### src/verilog/ptv_image3_map.vh
// Register map, field positions and reset values of the third PCI target image.
// Behaviour
// - Single block transfers only in A24/A32 up to 32-bit.
// - A24/A32 with 64-bit width may issue multiplexed blocks.
// - I/O space ignores posting; all transfers coupled.
// - Width field 23:22 encodes 8/16/32/64, resets 32-bit.
// - Space field 18:16 encodes A16, A24, A32, CR/CSR, users.
// - Bit 14 selects data or program code.
// - Bit 12 selects user or supervisor code.
// - Bit 8 permits single block transfers.
// - Bit 0 selects PCI memory or I/O.
// - Base in bits 31:16, 64 KB aligned.
// - Claim from base up to below limit.
// - Zero limit means no upper bound.
// - Remote upper address is PCI plus offset.
`ifndef PTV_IMAGE3_MAP_VH
`define PTV_IMAGE3_MAP_VH

`define PTV_OFS_CONTROL      12'h13c
`define PTV_OFS_BASE         12'h140
`define PTV_OFS_LIMIT        12'h144
`define PTV_OFS_OFFSET       12'h148
`define PTV_OFS_STATUS       12'h14c

`define PTV_BIT_ENABLE       31
`define PTV_BIT_POST         30
`define PTV_WIDTH_HI         23
`define PTV_WIDTH_LO         22
`define PTV_SPACE_HI         18
`define PTV_SPACE_LO         16
`define PTV_BIT_PROGRAM      14
`define PTV_BIT_SUPER        12
`define PTV_BIT_BLOCK        8
`define PTV_BIT_HOST_IO      0
`define PTV_ADDR_HI          31
`define PTV_ADDR_LO          16
`define PTV_STAT_BUSY        0
`define PTV_STAT_MISS        1
`define PTV_STAT_POSTED      2

`define PTV_RST_ENABLE       1'h0
`define PTV_RST_POST         1'h0
`define PTV_RST_WIDTH        2'h2
`define PTV_RST_SPACE        3'h0
`define PTV_RST_PROGRAM      1'h0
`define PTV_RST_SUPER        1'h0
`define PTV_RST_BLOCK        1'h0
`define PTV_RST_HOST_IO      1'h0
`define PTV_RST_WINDOW       16'h0000

`define PTV_WIDTH_8          2'h0
`define PTV_WIDTH_16         2'h1
`define PTV_WIDTH_32         2'h2
`define PTV_WIDTH_64         2'h3
`define PTV_SPACE_A16        3'h0
`define PTV_SPACE_A24        3'h1
`define PTV_SPACE_A32        3'h2
`define PTV_SPACE_CRCSR      3'h5
`define PTV_SPACE_USER1      3'h6
`define PTV_SPACE_USER2      3'h7

`endif

### src/verilog/ptv_window_decode.v
// Window compare and upper address translation for one target image.
`timescale 1ns/1ps
module ptv_window_decode (
    input  wire        enable_i,
    input  wire        host_io_i,
    input  wire        req_io_i,
    input  wire [31:0] req_addr_i,
    input  wire [15:0] base_i,
    input  wire [15:0] limit_i,
    input  wire [15:0] offset_i,
    output wire        hit_o,
    output wire [31:0] vme_addr_o
);
    wire [15:0] upper;
    wire        above_base;
    wire        below_limit;

    assign upper       = req_addr_i[31:16];
    assign above_base  = (upper >= base_i);
    assign below_limit = (limit_i == 16'h0000) || (upper < limit_i);
    // The request space must match the chosen host space.
    assign hit_o       = enable_i && (req_io_i == host_io_i) && above_base && below_limit;

    // The sum wraps modulo 2^16, which is the two's complement addition wanted.
    assign vme_addr_o  = {upper + offset_i, req_addr_i[15:0]};
endmodule

### src/verilog/ptv_image3.v
// Third PCI target image: register file, window decode and remote cycle attributes.
//
// Decided for this implementation: the Wishbone slave port.
`timescale 1ns/1ps
`include "ptv_image3_map.vh"
module ptv_image3 (
    input  wire        clk_i,
    input  wire        rst_i,
    // Wishbone classic slave.
    input  wire        wb_cyc_i,
    input  wire        wb_stb_i,
    input  wire        wb_we_i,
    input  wire [11:0] wb_adr_i,
    input  wire [3:0]  wb_sel_i,
    input  wire [31:0] wb_dat_i,
    output wire [31:0] wb_dat_o,
    output wire        wb_ack_o,
    // Transactions from the PCI target side.
    input  wire        req_valid_i,
    input  wire [31:0] req_addr_i,
    input  wire        req_io_i,
    input  wire        req_write_i,
    output wire        req_ready_o,
    output wire        pci_claim_o,
    output wire        pci_miss_o,
    output wire        pci_done_o,
    // Cycle request to the remote master engine.
    input  wire        vme_done_i,
    output wire        vme_start_o,
    output wire [31:0] vme_addr_o,
    output wire        vme_write_o,
    output wire [2:0]  vme_space_o,
    output wire [1:0]  vme_width_o,
    output wire        vme_program_o,
    output wire        vme_super_o,
    output wire        vme_blt_o,
    output wire        vme_mblt_o,
    output wire        vme_posted_o
);
    localparam ST_IDLE = 1'b0;
    localparam ST_WAIT = 1'b1;

    ////////////////////////////////////////////////////////////////////////////////
    // Byte lane merge used by every writable register.
    function [31:0] merge;
        input [31:0] old_val;
        input [31:0] new_val;
        input [3:0]  sel;
        integer      i;
        begin
            merge = old_val;
            for (i = 0; i < 4; i = i + 1) begin
                if (sel[i]) begin
                    merge[i*8 +: 8] = new_val[i*8 +: 8];
                end
            end
        end
    endfunction

    // Register selected by a bus address; returns one-hot, zero when unmapped.
    function [4:0] reg_hit;
        input [11:0] adr;
        begin
            reg_hit = 5'h00;
            case ({adr[11:2], 2'b00})
                `PTV_OFS_CONTROL: reg_hit = 5'h01;
                `PTV_OFS_BASE:    reg_hit = 5'h02;
                `PTV_OFS_LIMIT:   reg_hit = 5'h04;
                `PTV_OFS_OFFSET:  reg_hit = 5'h08;
                `PTV_OFS_STATUS:  reg_hit = 5'h10;
                default:          reg_hit = 5'h00;
            endcase
        end
    endfunction

    ////////////////////////////////////////////////////////////////////////////////
    // Configuration registers.
    reg        enable_reg;
    reg        post_reg;
    reg [1:0]  width_reg;
    reg [2:0]  space_reg;
    reg        program_reg;
    reg        super_reg;
    reg        block_reg;
    reg        host_io_reg;
    reg [15:0] base_reg;
    reg [15:0] limit_reg;
    reg [15:0] offset_reg;

    // Bus slave state.
    reg        ack_reg;
    reg [31:0] dat_reg;

    // Transaction state.
    reg        state_reg;
    reg        ready_reg;
    reg        claim_reg;
    reg        miss_reg;
    reg        done_reg;
    reg        start_reg;
    reg [31:0] vaddr_reg;
    reg        vwrite_reg;
    reg [2:0]  vspace_reg;
    reg [1:0]  vwidth_reg;
    reg        vprogram_reg;
    reg        vsuper_reg;
    reg        vblt_reg;
    reg        vmblt_reg;
    reg        vposted_reg;
    reg        last_miss_reg;

    wire [31:0] control_word;
    wire [31:0] status_word;
    wire [31:0] control_next;
    wire [31:0] base_next;
    wire [31:0] limit_next;
    wire [31:0] offset_next;
    wire [4:0]  sel_reg;
    wire        bus_req;
    wire        bus_wr;
    wire        take;
    wire        hit;
    wire [31:0] xlate_addr;
    wire        long_space;
    wire        blt_ok;
    wire        mblt_ok;
    wire        posted;

    ////////////////////////////////////////////////////////////////////////////////
    // Register read images; reserved bits read as zero.
    assign control_word = {enable_reg, post_reg, 6'h00,
                           width_reg, 3'h0, space_reg,
                           1'b0, program_reg, 1'b0, super_reg, 3'h0, block_reg,
                           7'h00, host_io_reg};
    assign status_word  = {29'h0, vposted_reg, last_miss_reg, ~ready_reg};

    assign bus_req      = wb_cyc_i && wb_stb_i && !ack_reg;
    assign bus_wr       = bus_req && wb_we_i;
    assign sel_reg      = reg_hit(wb_adr_i);

    assign control_next = merge(control_word, wb_dat_i, wb_sel_i);
    assign base_next    = merge({base_reg, 16'h0000}, wb_dat_i, wb_sel_i);
    assign limit_next   = merge({limit_reg, 16'h0000}, wb_dat_i, wb_sel_i);
    assign offset_next  = merge({offset_reg, 16'h0000}, wb_dat_i, wb_sel_i);

    ////////////////////////////////////////////////////////////////////////////////
    // Wishbone slave: one wait state, unmapped reads return zero and writes vanish.
    always @(posedge clk_i) begin
        if (rst_i) begin
            ack_reg <= 1'b0;
            dat_reg <= 32'h0000_0000;
        end else begin
            ack_reg <= bus_req;
            if (bus_req && !wb_we_i) begin
                case (sel_reg)
                    5'h01:   dat_reg <= control_word;
                    5'h02:   dat_reg <= {base_reg, 16'h0000};
                    5'h04:   dat_reg <= {limit_reg, 16'h0000};
                    5'h08:   dat_reg <= {offset_reg, 16'h0000};
                    5'h10:   dat_reg <= status_word;
                    default: dat_reg <= 32'h0000_0000;
                endcase
            end
        end
    end

    // Writes land at the edge where ack is raised toward the master.
    always @(posedge clk_i) begin
        if (rst_i) begin
            enable_reg  <= `PTV_RST_ENABLE;
            post_reg    <= `PTV_RST_POST;
            width_reg   <= `PTV_RST_WIDTH;
            space_reg   <= `PTV_RST_SPACE;
            program_reg <= `PTV_RST_PROGRAM;
            super_reg   <= `PTV_RST_SUPER;
            block_reg   <= `PTV_RST_BLOCK;
            host_io_reg <= `PTV_RST_HOST_IO;
            base_reg    <= `PTV_RST_WINDOW;
            limit_reg   <= `PTV_RST_WINDOW;
            offset_reg  <= `PTV_RST_WINDOW;
        end else if (bus_wr) begin
            if (sel_reg[0]) begin
                enable_reg  <= control_next[`PTV_BIT_ENABLE];
                post_reg    <= control_next[`PTV_BIT_POST];
                width_reg   <= control_next[`PTV_WIDTH_HI:`PTV_WIDTH_LO];
                space_reg   <= control_next[`PTV_SPACE_HI:`PTV_SPACE_LO];
                program_reg <= control_next[`PTV_BIT_PROGRAM];
                super_reg   <= control_next[`PTV_BIT_SUPER];
                block_reg   <= control_next[`PTV_BIT_BLOCK];
                host_io_reg <= control_next[`PTV_BIT_HOST_IO];
            end
            if (sel_reg[1]) begin
                base_reg <= base_next[`PTV_ADDR_HI:`PTV_ADDR_LO];
            end
            if (sel_reg[2]) begin
                limit_reg <= limit_next[`PTV_ADDR_HI:`PTV_ADDR_LO];
            end
            if (sel_reg[3]) begin
                offset_reg <= offset_next[`PTV_ADDR_HI:`PTV_ADDR_LO];
            end
        end
    end

    assign wb_ack_o = ack_reg;
    assign wb_dat_o = dat_reg;

    ////////////////////////////////////////////////////////////////////////////////
    // Window decode and cycle attributes.
    ptv_window_decode u_decode (
        .enable_i   (enable_reg),
        .host_io_i  (host_io_reg),
        .req_io_i   (req_io_i),
        .req_addr_i (req_addr_i),
        .base_i     (base_reg),
        .limit_i    (limit_reg),
        .offset_i   (offset_reg),
        .hit_o      (hit),
        .vme_addr_o (xlate_addr)
    );

    // Reserved space codes and A16, CR/CSR, user spaces never carry block cycles.
    assign long_space = (space_reg == `PTV_SPACE_A24) || (space_reg == `PTV_SPACE_A32);
    assign blt_ok     = block_reg && long_space && (width_reg != `PTV_WIDTH_64);
    assign mblt_ok    = long_space && (width_reg == `PTV_WIDTH_64);
    // I/O space always runs coupled, whatever the posting bit holds.
    assign posted     = req_write_i && post_reg && !host_io_reg;

    assign take       = req_valid_i && ready_reg;

    ////////////////////////////////////////////////////////////////////////////////
    // Transaction sequencer. Attributes are frozen at claim time so that a
    // register write during a remote cycle cannot corrupt it; one cycle at a
    // time is traded for the lack of any posting buffer.
    always @(posedge clk_i) begin
        if (rst_i) begin
            state_reg     <= ST_IDLE;
            ready_reg     <= 1'b1;
            claim_reg     <= 1'b0;
            miss_reg      <= 1'b0;
            done_reg      <= 1'b0;
            start_reg     <= 1'b0;
            vaddr_reg     <= 32'h0000_0000;
            vwrite_reg    <= 1'b0;
            vspace_reg    <= `PTV_RST_SPACE;
            vwidth_reg    <= `PTV_RST_WIDTH;
            vprogram_reg  <= 1'b0;
            vsuper_reg    <= 1'b0;
            vblt_reg      <= 1'b0;
            vmblt_reg     <= 1'b0;
            vposted_reg   <= 1'b0;
            last_miss_reg <= 1'b0;
        end else begin
            claim_reg <= 1'b0;
            miss_reg  <= 1'b0;
            done_reg  <= 1'b0;
            start_reg <= 1'b0;
            case (state_reg)
                ST_IDLE: begin
                    if (take && hit) begin
                        state_reg     <= ST_WAIT;
                        ready_reg     <= 1'b0;
                        claim_reg     <= 1'b1;
                        start_reg     <= 1'b1;
                        done_reg      <= posted;
                        vaddr_reg     <= xlate_addr;
                        vwrite_reg    <= req_write_i;
                        vspace_reg    <= space_reg;
                        vwidth_reg    <= width_reg;
                        vprogram_reg  <= program_reg;
                        vsuper_reg    <= super_reg;
                        vblt_reg      <= blt_ok;
                        vmblt_reg     <= mblt_ok;
                        vposted_reg   <= posted;
                        last_miss_reg <= 1'b0;
                    end else if (take) begin
                        miss_reg      <= 1'b1;
                        last_miss_reg <= 1'b1;
                    end
                end
                ST_WAIT: begin
                    if (vme_done_i) begin
                        state_reg <= ST_IDLE;
                        ready_reg <= 1'b1;
                        // Coupled transfers finish on PCI only now.
                        done_reg  <= !vposted_reg;
                    end
                end
                default: begin
                    state_reg <= ST_IDLE;
                    ready_reg <= 1'b1;
                end
            endcase
        end
    end

    assign req_ready_o   = ready_reg;
    assign pci_claim_o   = claim_reg;
    assign pci_miss_o    = miss_reg;
    assign pci_done_o    = done_reg;
    assign vme_start_o   = start_reg;
    assign vme_addr_o    = vaddr_reg;
    assign vme_write_o   = vwrite_reg;
    assign vme_space_o   = vspace_reg;
    assign vme_width_o   = vwidth_reg;
    assign vme_program_o = vprogram_reg;
    assign vme_super_o   = vsuper_reg;
    assign vme_blt_o     = vblt_reg;
    assign vme_mblt_o    = vmblt_reg;
    assign vme_posted_o  = vposted_reg;
endmodule

### config.mk
export PLATFORM = sky130hd
export DESIGN_NAME = ptv_image3
export DESIGN_NICKNAME = d
export VERILOG_FILES = /design/src/verilog/ptv_window_decode.v /design/src/verilog/ptv_image3.v
export VERILOG_INCLUDE_DIRS = /design/src /design/src/verilog
export SDC_FILE = /design/constraint.sdc
export NUM_CORES = 1
export LEC_CHECK = 0
export BUFFER_PORTS_ARGS = -buffer_cell sky130_fd_sc_hd__buf_2
export CORE_MARGIN = 5
export CORE_UTILIZATION = 40
export CTS_CLUSTER_SIZE = 24
export DETAILED_ROUTE_END_ITERATION = 7
export GPL_TIMING_DRIVEN = 0
export SYNTH_ARGS = -nofsm -noshare
export SYNTH_HDL_FRONTEND = slang
export SYNTH_HIERARCHICAL = 1
export SYNTH_SLANG_ARGS = --single-unit
### constraint.sdc
create_clock -name clk_i -period 4.2 [get_ports clk_i]
set_clock_uncertainty 0.15 [all_clocks]
set_input_delay 0.84 -clock clk_i [delete_from_list [all_inputs] [get_ports clk_i]]
set_output_delay 0.84 -clock clk_i [all_outputs]
set_load 0.01 [all_outputs]
==> qor.csv <==
metric;value;unit
floorplan.initialDensity;0.4031;
crit_path_cell_trace;buf_2 > ha_1 > a211oi_1 > o21ai_0 > a21oi_1 > o31ai_1 > o21ai_0 > and4_1 > and2_1 > clkbuf_1 > clkbuf_1 > nand2_1 > a21oi_1;
totalWireLength;20.17;mm
growth_of_design_area_from_synthesis_to_finish;22.91;%
clock_h_tree_levels;4;
worst_skew_pair.late_latency;420;ps
maxSlewHeadroom;0.4825;
grt_remaining_overflow;0;
post_synthesis_sequential_area_ratio;0.3814;
timing.fmax;0.2862;GHz
detailedRoute.firstPassIterationCount;7;
die_height;141.1;microns
required;4390;ps
yosysWarningCount;6;
final.hold.worst_slack;300.2;ps
netlist_area;6875;sq um
crit_path_top_delay_cell;sky130_fd_sc_hd__clkbuf_1;
power_density;357.7;nW/um^2
post_synth_and_or_nand_nor_area_fraction;0.1985;
dominant_combinational_cell_family_by_area_after_synthesis;simple AND/OR/NAND/NOR gates;
worstSetupPathType;in -> reg;
tritoncts;built;
clkTransAtPathRegs;60;ps
area_share_of_xor_xnor_cells_in_the_synthesized_design;0.01783;
max_slew.worst_pin.slew;772.9;ps
final_common_cell;sky130_fd_sc_hd__dfxtp_1;
number_of_nets_in_the_layout;1092;
layout_worst_path_cycle_share;0.8320;
ctsResizeCount;0;
netlist-cell-type-count;70;
final_layout_fill_cell_count;1708;
report.final.setup_viol;0;
number_of_buffers_added_on_ports;127;
largest_reg_flops;32;
drive_above_1_share;0.2138;
post_synth.cell_area_avg;8.583;sq um
leakage;3.762;nW
synth_mux_area_frac;0.1081;
cts.root.buffer_cell;sky130_fd_sc_hd__clkbuf_16;
routedWlPerCell;16.91;microns
vias_per_cell;5.085;
post_cts.repair.setup_buffers;0;
worst-path-max-fanout;10;
timing.setup.tns;0;ps
placement_rows;48;
ant_nets;0;
post_synth_fa_ha_maj_area_fraction;0.08662;
floorplan.die.width;141.1;microns
synth_compound_area_frac;0.1367;
setup_repair_after_global_routing_missed_its_margin;no;
critPathLaunchType;input pin;
met2_usage;0.3205;
outcome;complete, no violations;
design.die.area;19910;sq um
final_max_slew_viol_count;0;
worstHoldPathType;reg -> reg;
clkSinkCount;131;
dp_hpwl;15.79;mm
antenna_violations_before_repair;0;
placeableCoreArea;17060;sq um
detailroute.via_count;6067;
global_route.usage.met3;0.03562;
drt-initial-drc-count;455;
peakVddDrop;0.2860;mV
first_pass_grt_wire_length;32.12;mm
timing.critical_path.arrival;3690;ps
insertedDiodeCount;0;
synth.ff_latch_count;131;
cp-end-kind;flop;
finalCriticalPeriod;3494;ps
drc;0;
pin_count_of_the_biggest_net_entering_global_routing;17;
cts.hold.buffers_added;0;
first_global_vias;5925;
utilization;0.4955;
synthCells;801;
globalRouteMet1Util;0.2854;
critical-path-max-stage-delay;450;ps
cap_viol_max_count;0;
cts_inserted_buffers;17;
grt_util_all_layers;0.2043;
cts-root-to-sink-buffers;2;
synth-async-reset-ratio;0;
synth_edf_count;0;
grt_busiest_layer;met2;
layout.cells.most_common_list;131 x sky130_fd_sc_hd__dfxtp_1, 129 x sky130_fd_sc_hd__buf_2, 116 x sky130_fd_sc_hd__nand2_1;
report.final.hold_viol_count;0;
fin_total_pwr;3.023;mW
synth-main-ff-cell;sky130_fd_sc_hd__dfxtp_1;
io_pins;170;
gp_congestion;0.8377;
where the power goes:
group	switching [mW]	internal, mW	total (mW)
combinational	0.122	0.0806	0.203
clock	0.566	1.01	1.57
sequential	0.000883	1.24	1.25
total	0.689	2.33	3.02
worst paths after layout:
check / from / end / slack [ps] / cells past startpoint
worst max-delay path: req_addr_i[18] / vme_program_o / 710 / 13
worst min-delay path: vme_addr_o[27] / vme_addr_o[27] / 300 / 2
worst max register to register: limit_reg[2] / vme_program_o / 780 / 13
worst min register to register: vme_addr_o[27] / vme_addr_o[27] / 300 / 2
stage by stage:
step                setup WS (ps)  cell area [sq um]  cells
floorplan                    1240               6909    810
global route                436.2               8451   1193
detailed placement          309.8               7826   1162
global placement            307.4               7826   1162
finish                      705.6               8451   1193
CTS                         733.9               8451   1193
metal layers:
layer,part of all wire,vias up
met2,0.44,188
li1,-,3045
met1,0.48,2811
met5,0,-
met3,0.060,23
met4,0.016,0
synthesized netlist by cell type, types with 14 or more instances:
cell type                  number  area [sq um]
sky130_fd_sc_hd__mux2i_1       72         720.7
sky130_fd_sc_hd__nand2_1      116         435.4
sky130_fd_sc_hd__o21ai_0       27         135.1
sky130_fd_sc_hd__inv_1         40         150.1
sky130_fd_sc_hd__nand3_1       14         70.07
sky130_fd_sc_hd__dfxtp_1      131          2623
sky130_fd_sc_hd__buf_4         27         202.7
sky130_fd_sc_hd__clkbuf_1      26         97.59
sky130_fd_sc_hd__ha_1          46         575.6
sky130_fd_sc_hd__a21oi_1       77         385.4
sky130_fd_sc_hd__nor2_1        86         322.8
cells by family after synthesis:
family	Yosys count
buffers and inverters	99
multiplexers	74
XOR/XNOR	14
AO/OA/AOI/OAI	156
adder cells (fa/ha/maj)	47
flip-flops	131
other	1
AND/OR/NAND/NOR	279
cell type report:
type	count	area, sq um	area share
Clock buffer	19	442.9	0.05241
Inverter	40	150.1	0.01777
Timing Repair Buffer	127	635.6	0.07521
Clock inverter	12	181.4	0.02147
Buffer	59	332.8	0.03938
Multi-Input combinational cell	580	3804	0.4501
Tap cell	225	281.5	0.03331
Sequential cell	131	2623	0.3103
critical path: cells and delay by family:
kind	cells	cell delay, ps
simple gates	3	560
fa+ha+maj	1	320
buf+inv	3	880
compound gates	6	1080
Note: power is estimated with default switching activity, not from simulation.
